File: src/core/oec_consts.vh
// Purpose: constants for the output enable control block
// Assumes: 200 MHz reference clock
// Notes: register offsets and codes used by the register port
`ifndef OEC_CONSTS_VH
`define OEC_CONSTS_VH

// ============================================================
// register offsets (byte addresses)
`define OEC_ADDR_CMD 8'h00
`define OEC_ADDR_STATUS 8'h04
`define OEC_ADDR_PINCFG 8'h08
`define OEC_ADDR_LOAD 8'h0C
`define OEC_ADDR_VSET 8'h10
`define OEC_ADDR_ISET 8'h14
`define OEC_ADDR_VOUT 8'h18
`define OEC_ADDR_IOUT 8'h1C
`define OEC_ADDR_VPROT 8'h20
`define OEC_ADDR_IPROT 8'h24
`define OEC_ADDR_SAVE 8'h28
`define OEC_ADDR_VLIM 8'h2C
`define OEC_ADDR_ILIM 8'h30
`define OEC_ADDR_SETUP 8'h34
`define OEC_ADDR_SER 8'h38
`define OEC_ADDR_NV_OUT 8'h3C
`define OEC_ADDR_NV_IF 8'h40
`define OEC_ADDR_NV_LIM 8'h44
`define OEC_ADDR_NV_SER 8'h48

// ============================================================
// command register codes (bit 0 is the boolean value)
`define OEC_CMD_OFF 1'b0
`define OEC_CMD_ON 1'b1

// ============================================================
// remote pin configuration codes
`define OEC_PIN_HIGH_ENABLES 3'h0
`define OEC_PIN_LOW_ENABLES 3'h1
`define OEC_PIN_HIGH_FORCES_OFF 3'h2
`define OEC_PIN_LOW_FORCES_OFF 3'h3
`define OEC_PIN_LOW_PULSE_LATCH_OFF 3'h4
`define OEC_PIN_DISABLED 3'h5

// ============================================================
// load type codes
`define OEC_LOAD_ACTIVE 2'h0
`define OEC_LOAD_RESISTIVE 2'h1
`define OEC_LOAD_BATTERY 2'h2

// ============================================================
// save group select bits in the save register
`define OEC_SAVE_IF_BIT 0
`define OEC_SAVE_SER_BIT 1
`define OEC_SAVE_LIM_BIT 2
`define OEC_SAVE_OUT_BIT 3

// ============================================================
// field positions
`define OEC_SETUP_ADDR_LSB 16
`define OEC_NV_IF_PIN_LSB 24
`define OEC_STAT_VSRC_BIT 1
`define OEC_STAT_LATCH_BIT 2

// ============================================================
// low protection level and timing
`define OEC_LOW_PROT 16'h0010
`define OEC_LATCH_TIME_NS 100000
`define OEC_CLK_PERIOD_NS 5

`endif

File: src/core/oec_output_ctrl.v
// Purpose: output enable control with remote pin gating and power-up save
// Assumes: register port master never overlaps read and write strobes
// Notes: non-volatile storage is modelled as snapshot registers read back by software
//
// Overview of operation
// save interface group: bus address and system setup variables kept for power-up
// save serial group: link state, baud, pacing and echo kept
// save limits group: voltage, current limits and protection maxima kept; the code keeps only the low 16 bits of vlim_reg and ilim_reg
// save output group: on/off state and load type kept
// command 0 disables, 1 enables; output comes up enabled by default
// passive load off: save setpoints, zero main quantity, low protection
// on restores saved setpoints; setpoint reads show saved values while off
// host should use current mode at zero current for active loads
// output state read returns 0 when disabled, 1 when enabled
// pin setting defaults to high forces off, saved with interface group
// high enables: pin high enables, pin low disables
// low enables: pin low enables, pin high disables
// high forces off: pin high holds off, low allows command enable
// low forces off: pin low holds off, high allows command enable
// latching: low at least 100 us turns off; only on command re-enables
// disabled pin setting ignores every pin level
// high and low enables settings ignore on and off commands
// pin setting read returns the selected setting code
// load type select chooses active, resistive or battery handling
// load type read reports the configured load type
// pin synchronised and low time counted before it acts
`timescale 1ns/1ps
`include "oec_consts.vh"

module oec_output_ctrl #(
	parameter DW = 16,
	parameter LATCH_CYCLES = `OEC_LATCH_TIME_NS / `OEC_CLK_PERIOD_NS
) (
	// clock and reset
	input wire i_ref_clk,
	input wire i_nrst,
	// register port
	input wire [7:0] i_addr,
	input wire [31:0] i_wdata,
	input wire i_wr,
	input wire i_rd,
	output reg [31:0] o_rdata,
	// remote on/off pin and panel
	input wire i_remote_pin,
	input wire i_panel_on,
	// outputs to the analog section
	output reg o_output_en,
	output reg [DW-1:0] o_vout,
	output reg [DW-1:0] o_iout,
	output reg [DW-1:0] o_vprot,
	output reg [DW-1:0] o_iprot,
	output reg o_save_pulse
);

	// ============================================================
	// state
	reg cmd_en_reg;
	reg vsrc_reg;
	reg latched_off_reg;
	reg [2:0] pincfg_reg;
	reg [1:0] load_reg;
	reg [DW-1:0] vset_reg;
	reg [DW-1:0] iset_reg;
	reg [DW-1:0] vprot_set_reg;
	reg [DW-1:0] iprot_set_reg;
	reg [31:0] vlim_reg;
	reg [31:0] ilim_reg;
	reg [31:0] setup_reg;
	reg [31:0] ser_reg;
	reg [31:0] nv_out_reg;
	reg [31:0] nv_if_reg;
	reg [31:0] nv_lim_reg;
	reg [31:0] nv_ser_reg;
	reg [31:0] rdata_next;
	reg en_next;
	wire pin_level;
	wire low_long;
	wire wr_cmd;
	wire wr_save;
	wire pin_governs;

	// ============================================================
	// pin filter; threshold division truncates, and the filter fires one cycle past it so the low is never shorter than required
	oec_pin_filter #(
		.CNT_W(16),
		.LOW_CYCLES(LATCH_CYCLES[15:0])
	) u_pin_filter (
		.i_ref_clk(i_ref_clk),
		.i_nrst(i_nrst),
		.i_pin(i_remote_pin),
		.o_pin_level(pin_level),
		.o_low_long(low_long)
	);

	assign wr_cmd = i_wr && (i_addr == `OEC_ADDR_CMD);
	assign wr_save = i_wr && (i_addr == `OEC_ADDR_SAVE);
	// only the pin decides in the two level-enable settings
	assign pin_governs = (pincfg_reg == `OEC_PIN_HIGH_ENABLES) ||
		(pincfg_reg == `OEC_PIN_LOW_ENABLES);

	// ============================================================
	// command enable and latch-off state
	always @(posedge i_ref_clk) begin
		if (!i_nrst) begin
			cmd_en_reg <= 1'b1;
			latched_off_reg <= 1'b0;
		end else begin
			if (wr_cmd && !pin_governs) begin
				cmd_en_reg <= i_wdata[0];
			end else if (i_panel_on && !pin_governs) begin
				cmd_en_reg <= `OEC_CMD_ON;
			end
			// latch sets on a long low; an on command clears it, the set wins a tie
			if (pincfg_reg == `OEC_PIN_LOW_PULSE_LATCH_OFF && low_long) begin
				latched_off_reg <= 1'b1;
			end else if (wr_cmd && i_wdata[0] == `OEC_CMD_ON) begin
				latched_off_reg <= 1'b0;
			end else if (pincfg_reg != `OEC_PIN_LOW_PULSE_LATCH_OFF) begin
				latched_off_reg <= 1'b0;
			end
		end
	end

	// ============================================================
	// effective enable from pin setting
	always @* begin
		case (pincfg_reg)
			`OEC_PIN_HIGH_ENABLES: en_next = pin_level;
			`OEC_PIN_LOW_ENABLES: en_next = !pin_level;
			`OEC_PIN_HIGH_FORCES_OFF: en_next = cmd_en_reg && !pin_level;
			`OEC_PIN_LOW_FORCES_OFF: en_next = cmd_en_reg && pin_level;
			`OEC_PIN_LOW_PULSE_LATCH_OFF: en_next = cmd_en_reg && !latched_off_reg;
			`OEC_PIN_DISABLED: en_next = cmd_en_reg;
			default: en_next = cmd_en_reg;
		endcase
	end

	// ============================================================
	// configuration registers written by software
	always @(posedge i_ref_clk) begin
		if (!i_nrst) begin
			pincfg_reg <= `OEC_PIN_HIGH_FORCES_OFF;
			load_reg <= `OEC_LOAD_RESISTIVE;
			vsrc_reg <= 1'b1;
			vset_reg <= {DW{1'b0}};
			iset_reg <= {DW{1'b0}};
			vprot_set_reg <= {DW{1'b0}};
			iprot_set_reg <= {DW{1'b0}};
			vlim_reg <= 32'h0000_0000;
			ilim_reg <= 32'h0000_0000;
			setup_reg <= 32'h0000_0000;
			ser_reg <= 32'h0000_0000;
		end else if (i_wr) begin
			case (i_addr)
				`OEC_ADDR_PINCFG: begin
					if (i_wdata[2:0] <= `OEC_PIN_DISABLED) begin
						pincfg_reg <= i_wdata[2:0];
					end
				end
				`OEC_ADDR_LOAD: begin
					if (i_wdata[1:0] <= `OEC_LOAD_BATTERY) begin
						load_reg <= i_wdata[1:0];
					end
				end
				`OEC_ADDR_STATUS: vsrc_reg <= i_wdata[`OEC_STAT_VSRC_BIT];
				// set-points are held here and survive an off period
				`OEC_ADDR_VSET: vset_reg <= i_wdata[DW-1:0];
				`OEC_ADDR_ISET: iset_reg <= i_wdata[DW-1:0];
				`OEC_ADDR_VPROT: vprot_set_reg <= i_wdata[DW-1:0];
				`OEC_ADDR_IPROT: iprot_set_reg <= i_wdata[DW-1:0];
				`OEC_ADDR_VLIM: vlim_reg <= i_wdata;
				`OEC_ADDR_ILIM: ilim_reg <= i_wdata;
				`OEC_ADDR_SETUP: setup_reg <= i_wdata;
				`OEC_ADDR_SER: ser_reg <= i_wdata;
				default: ;
			endcase
		end
	end

	// ============================================================
	// analog drive; passive loads are parked at zero while off
	always @(posedge i_ref_clk) begin
		if (!i_nrst) begin
			o_output_en <= 1'b1;
			o_vout <= {DW{1'b0}};
			o_iout <= {DW{1'b0}};
			o_vprot <= {DW{1'b0}};
			o_iprot <= {DW{1'b0}};
		end else begin
			o_output_en <= en_next;
			if (en_next || load_reg == `OEC_LOAD_ACTIVE) begin
				o_vout <= vset_reg;
				o_iout <= iset_reg;
				o_vprot <= vprot_set_reg;
				o_iprot <= iprot_set_reg;
			end else if (vsrc_reg) begin
				o_vout <= {DW{1'b0}};
				o_iout <= iset_reg;
				o_vprot <= vprot_set_reg;
				o_iprot <= `OEC_LOW_PROT;
			end else begin
				o_vout <= vset_reg;
				o_iout <= {DW{1'b0}};
				o_vprot <= `OEC_LOW_PROT;
				o_iprot <= iprot_set_reg;
			end
		end
	end

	// ============================================================
	// power-up snapshots, one per group
	always @(posedge i_ref_clk) begin
		if (!i_nrst) begin
			nv_out_reg <= 32'h0000_0001;
			nv_if_reg <= 32'h0200_0000;
			nv_lim_reg <= 32'h0000_0000;
			nv_ser_reg <= 32'h0000_0000;
			o_save_pulse <= 1'b0;
		end else begin
			o_save_pulse <= wr_save;
			if (wr_save && i_wdata[`OEC_SAVE_IF_BIT]) begin
				nv_if_reg <= {5'h00, pincfg_reg, setup_reg[23:0]};
			end
			if (wr_save && i_wdata[`OEC_SAVE_SER_BIT]) begin
				nv_ser_reg <= ser_reg;
			end
			if (wr_save && i_wdata[`OEC_SAVE_LIM_BIT]) begin
				nv_lim_reg <= {vlim_reg[15:0], ilim_reg[15:0]};
			end
			if (wr_save && i_wdata[`OEC_SAVE_OUT_BIT]) begin
				nv_out_reg <= {28'h0000000, vsrc_reg, load_reg, o_output_en};
			end
		end
	end

	// ============================================================
	// read mux; unmapped addresses read zero
	always @* begin
		case (i_addr)
			`OEC_ADDR_CMD: rdata_next = {31'h0, cmd_en_reg};
			`OEC_ADDR_STATUS: rdata_next = {29'h0, latched_off_reg, vsrc_reg,
				o_output_en};
			`OEC_ADDR_PINCFG: rdata_next = {29'h0, pincfg_reg};
			`OEC_ADDR_LOAD: rdata_next = {30'h0, load_reg};
			`OEC_ADDR_VSET: rdata_next = {{(32-DW){1'b0}}, vset_reg};
			`OEC_ADDR_ISET: rdata_next = {{(32-DW){1'b0}}, iset_reg};
			`OEC_ADDR_VOUT: rdata_next = {{(32-DW){1'b0}}, o_vout};
			`OEC_ADDR_IOUT: rdata_next = {{(32-DW){1'b0}}, o_iout};
			`OEC_ADDR_VPROT: rdata_next = {{(32-DW){1'b0}}, vprot_set_reg};
			`OEC_ADDR_IPROT: rdata_next = {{(32-DW){1'b0}}, iprot_set_reg};
			`OEC_ADDR_VLIM: rdata_next = vlim_reg;
			`OEC_ADDR_ILIM: rdata_next = ilim_reg;
			`OEC_ADDR_SETUP: rdata_next = setup_reg;
			`OEC_ADDR_SER: rdata_next = ser_reg;
			`OEC_ADDR_NV_OUT: rdata_next = nv_out_reg;
			`OEC_ADDR_NV_IF: rdata_next = nv_if_reg;
			`OEC_ADDR_NV_LIM: rdata_next = nv_lim_reg;
			`OEC_ADDR_NV_SER: rdata_next = nv_ser_reg;
			default: rdata_next = 32'h0000_0000;
		endcase
	end

	// read data stands only in the cycle after the strobe
	always @(posedge i_ref_clk) begin
		if (!i_nrst) begin
			o_rdata <= 32'h0000_0000;
		end else if (i_rd) begin
			o_rdata <= rdata_next;
		end else begin
			o_rdata <= 32'h0000_0000;
		end
	end

endmodule // oec_output_ctrl

File: src/core/oec_pin_filter.v
// Purpose: synchronise the remote pin and time its low level
// Assumes: pin is asynchronous to the clock
// Notes: o_low_long is a level that holds while the low persists past the threshold
`timescale 1ns/1ps
`include "oec_consts.vh"

module oec_pin_filter #(
	parameter CNT_W = 16,
	parameter [CNT_W-1:0] LOW_CYCLES = 16'h4E20
) (
	// clock and reset
	input wire i_ref_clk,
	input wire i_nrst,
	// pin
	input wire i_pin,
	// filtered
	output reg o_pin_level,
	output reg o_low_long
);

	// ============================================================
	// two-stage synchroniser, first stage read only by second
	reg sync1_reg;
	reg sync2_reg;
	reg [CNT_W-1:0] low_cnt_reg;

	always @(posedge i_ref_clk) begin
		if (!i_nrst) begin
			sync1_reg <= 1'b1;
			sync2_reg <= 1'b1;
		end else begin
			sync1_reg <= i_pin;
			sync2_reg <= sync1_reg;
		end
	end

	// ============================================================
	// low duration counter; any high restarts it, so short glitches are dropped
	always @(posedge i_ref_clk) begin
		if (!i_nrst) begin
			low_cnt_reg <= {CNT_W{1'b0}};
			o_low_long <= 1'b0;
			o_pin_level <= 1'b1;
		end else begin
			o_pin_level <= sync2_reg;
			if (sync2_reg) begin
				low_cnt_reg <= {CNT_W{1'b0}};
				o_low_long <= 1'b0;
			end else if (low_cnt_reg < LOW_CYCLES) begin
				low_cnt_reg <= low_cnt_reg + 1'b1;
				o_low_long <= 1'b0;
			end else begin
				o_low_long <= 1'b1;
			end
		end
	end

endmodule // oec_pin_filter

File: config.mk
export PLATFORM = sky130hd
export DESIGN_NAME = oec_output_ctrl
export DESIGN_NICKNAME = d
export VERILOG_FILES = /design/src/core/oec_output_ctrl.v /design/src/core/oec_pin_filter.v
export VERILOG_INCLUDE_DIRS = /design/src /design/src/core
export SDC_FILE = /design/constraint.sdc
export NUM_CORES = 1
export LEC_CHECK = 0
export BUFFER_PORTS_ARGS = -buffer_cell sky130_fd_sc_hd__buf_4
export CAP_MARGIN = 20
export CORE_MARGIN = 2
export CORE_UTILIZATION = 54
export DETAILED_ROUTE_END_ITERATION = 8
export GPL_ROUTABILITY_DRIVEN = 0
export PLACE_DENSITY_LB_ADDON = 0.25
export SLEW_MARGIN = 10
export SYNTH_ARGS = -nofsm -noshare
export SYNTH_HDL_FRONTEND = slang
export SYNTH_HIERARCHICAL = 1
export SYNTH_SLANG_ARGS = --single-unit
File: constraint.sdc
create_clock -name i_ref_clk -period 1.85 [get_ports i_ref_clk]
set_clock_uncertainty 0.05 [all_clocks]
set_input_delay 0.2775 -clock i_ref_clk [delete_from_list [all_inputs] [get_ports i_ref_clk]]
set_output_delay 0.2775 -clock i_ref_clk [all_outputs]
set_load 0.1 [all_outputs]
==> results.sh <==
export IMPL_worst_setup_path_start_kind="register"
export IMPL_io_pins=144
export IMPL_worst_path_max_fanout=29
export IMPL_clock_tree_buffer_depth=3
export IMPL_num_rows=64
export IMPL_detail_route_first_pass_iterations=8
export IMPL_worst_endpoint_required_ps=2280
export IMPL_setup_worst_path_class="register to register"
export IMPL_cts_inserted_buffers=42
export IMPL_clock_sink_count=413
export IMPL_dieWidth_um=181
export IMPL_grt_antenna_before_repair=0
export IMPL_most_common_layout_cells="nand2_1 (579), dfxtp_1 (412), buf_4 (282), a21boi_0 (205), and2_1 (68)"
export IMPL_routedWlPerCell_um=21.9
export IMPL_maxClockFrequency_ghz=0.549
export IMPL_htree_num_levels=2
export IMPL_hold_viol_final=0
export IMPL_cts_tree="yes"
export IMPL_tns_ps=0
export IMPL_synth_seq_area_share_pct=48.7
export IMPL_grt_overflow=0
export IMPL_final_wirelength_mm=56.9
export IMPL_mappedNetlistArea_mm2=0.0170
export IMPL_cts_clk_pin_slew_worst_paths_ps=60
export IMPL_clk_insertion_delay_late_ps=540
export IMPL_drc=0
export IMPL_max_slew_margin_rel_pct=66.7
export IMPL_max_cap_violations=0
export IMPL_mapped_avg_cell_area_um2=8.70
export IMPL_die_height_um=181
export IMPL_number_of_register_bits_inferred_by_synthesis=413
export IMPL_worstMarginPinSlew_ps=497
export IMPL_max_vdd_ir_drop_uv=702
export IMPL_drive_above_1_share_pct=19.5
export IMPL_fin_crit_ps=1820
export IMPL_postSynth_topFlopCell="dfxtp_1"
export IMPL_synth_distinct_cells=74
export IMPL_postRouteAntennaNets=0
export IMPL_dr_first_iter_drc_count=1872
export IMPL_run_status="completed"
export IMPL_finalHoldWorstSlack_ps=12.4
export IMPL_initial_utilization_pct=55.2
export IMPL_layout_cells_most_common="nand2_1"
export IMPL_slew_viol_final=0
export IMPL_finalPower_mw=18.5
export IMPL_worst_hold_path_num_cells=3
export IMPL_syn_num_nets=1998
export IMPL_via_per_inst=6.10
export IMPL_grt_start_max_net_pins=81
export IMPL_worst_endpoint_arrival_ps=2250
export IMPL_dr_total_vias=15900
export IMPL_first_global_vias=15200
export IMPL_port_buffers=143
export IMPL_synthesis_instances=1951
export IMPL_postSynth_asyncResetShare_pct=0
export IMPL_pwr_density_cell_mw_per_mm2=869
export IMPL_track_usage_pct=33.9
export IMPL_ys_warn_count=6
export IMPL_synth_edff_count=0
export IMPL_finalSetupViolations=0
export IMPL_fp_dieArea_mm2=0.0329
export IMPL_num_antenna_cells=0
export IMPL_fp_coreArea_mm2=0.0307
export IMPL_period_share_pct=98.4
export IMPL_hold_path_class="input port to register"
export IMPL_layout_nets=2217
export IMPL_timing_critical_path_to_type="register"
export IMPL_area_delta_synth_final_pct=25.3
export IMPL_rr_worst_depth=7
export IMPL_grt_pass1_wl_mm=86.9
export IMPL_cts_root_buf="clkbuf_16"
export IMPL_layout_core_utilization_pct=69.1
export IMPL_total_leakage_power_nw=7.65
export IMPL_dp_final_hpwl_mm=39.0
final cells by class:
cell class | count | area [um2]
clock buffers | 59 | 1200
clock inverters | 16 | 215
fillers | 2387 | 9490
inverters | 8 | 30.0
multi-input cells | 1371 | 8090
flip-flops and latches | 413 | 8270
well taps | 396 | 495
repair buffers | 334 | 2970
critical path, cell delays in order, from the launching register on:
cell,delay (ps)
dfxtp_2,370
xnor3_1,400
nand2b_1,120
buf_4,140
a31oi_4,100
nor2b_2,200
buf_12,200
and2_1,160
synthesized netlist by cell type, types with 4 or more instances:
| cell | n | area (um2) |
|---|---|---|
| or4_1 | 5 | 37.5 |
| nand3_1 | 23 | 115 |
| nor2b_1 | 25 | 156 |
| clkbuf_1 | 99 | 372 |
| nand2b_1 | 6 | 37.5 |
| a21boi_1 | 64 | 480 |
| nand4_1 | 6 | 37.5 |
| a21oi_1 | 38 | 190 |
| o22a_1 | 4 | 35.0 |
| o22ai_1 | 13 | 81.3 |
| nor3_2 | 5 | 50.1 |
| and2_1 | 68 | 425 |
| inv_1 | 7 | 26.3 |
| nand3b_1 | 6 | 45.0 |
| a311oi_1 | 4 | 35.0 |
| a32oi_1 | 9 | 78.8 |
| nor4b_1 | 5 | 43.8 |
| a222oi_1 | 13 | 130 |
| a31oi_1 | 25 | 156 |
| nor2_1 | 29 | 109 |
| buf_2 | 46 | 230 |
| nor3_1 | 5 | 25.0 |
| dfxtp_1 | 413 | 8270 |
| mux2_2 | 11 | 124 |
| nand2_1 | 582 | 2180 |
| a22o_1 | 20 | 175 |
| nor3b_1 | 4 | 30.0 |
| o211ai_1 | 4 | 30.0 |
| buf_6 | 5 | 56.3 |
| nor4_1 | 6 | 37.5 |
| a21boi_0 | 205 | 1540 |
| buf_4 | 7 | 52.6 |
| a221oi_1 | 5 | 43.8 |
| mux2i_1 | 29 | 290 |
| o21ai_0 | 23 | 115 |
| or3_1 | 9 | 56.3 |
| a22oi_1 | 67 | 503 |
kinds of logic after synthesis:
kind of cell / count (synthesis) / share of synthesized area [%]
and+or+nand+nor: 806 / 21.5
adders and majority gates: 1 / 0.0737
DFF: 413 / 48.7
buffers and inverters: 167 / 4.41
AOI/OAI and AO/OA: 519 / 22.4
muxes: 42 / 2.71
xor gates and xnor gates: 3 / 0.236
report_power, final:
part / total, mW / leakage, nW / switching, mW / internal, mW
Sequential: 8.91 / 3.33 / 0.0104 / 8.90
Combinational: 0.812 / 3.62 / 0.473 / 0.339
Clock: 8.75 / 0.696 / 3.54 / 5.21
Total: 18.5 / 7.65 / 4.02 / 14.5
routing by layer:
metal	track usage [%]	wire length [um]
met4	16.8	3150
met3	4.94	5620
met2	54.5	25600
met1	44.5	22500
met5	0	0
timing repair:
action	in CTS	in global routing
setup endpoints to repair	41	40
gates resized for setup	3	4
endpoints found under the hold margin	64	0
hold buffers	18	0
setup buffers	0	2
final timing paths:
check | slack, ps | end | startpoint
max | 30 | o_vout[9]$_SDFF_PN0_ | pincfg_reg[0]$_SDFFE_PN0P_
max reg2reg | 30 | o_vout[9]$_SDFF_PN0_ | pincfg_reg[0]$_SDFFE_PN0P_
min | 10 | iprot_set_reg[6]$_SDFFE_PN0P_ | i_wdata[6]
min reg2reg | 360 | u_pin_filter/sync2_reg$_SDFF_PN1_ | u_pin_filter/sync1_reg$_SDFF_PN1_
per-stage QoR:
| step | instance area [um2] | worst slack [ps] | instances |
|---|---|---|---|
| floorplan | 17000 | -6.67 | 1951 |
| finish | 21300 | 28.9 | 2597 |
| global route | 21300 | -78.2 | 2597 |
| global placement | 19600 | -363 | 2502 |
| CTS | 21200 | 15.0 | 2595 |
| detailed placement | 19600 | -369 | 2502 |
Note: power is estimated with default switching activity, not from simulation.
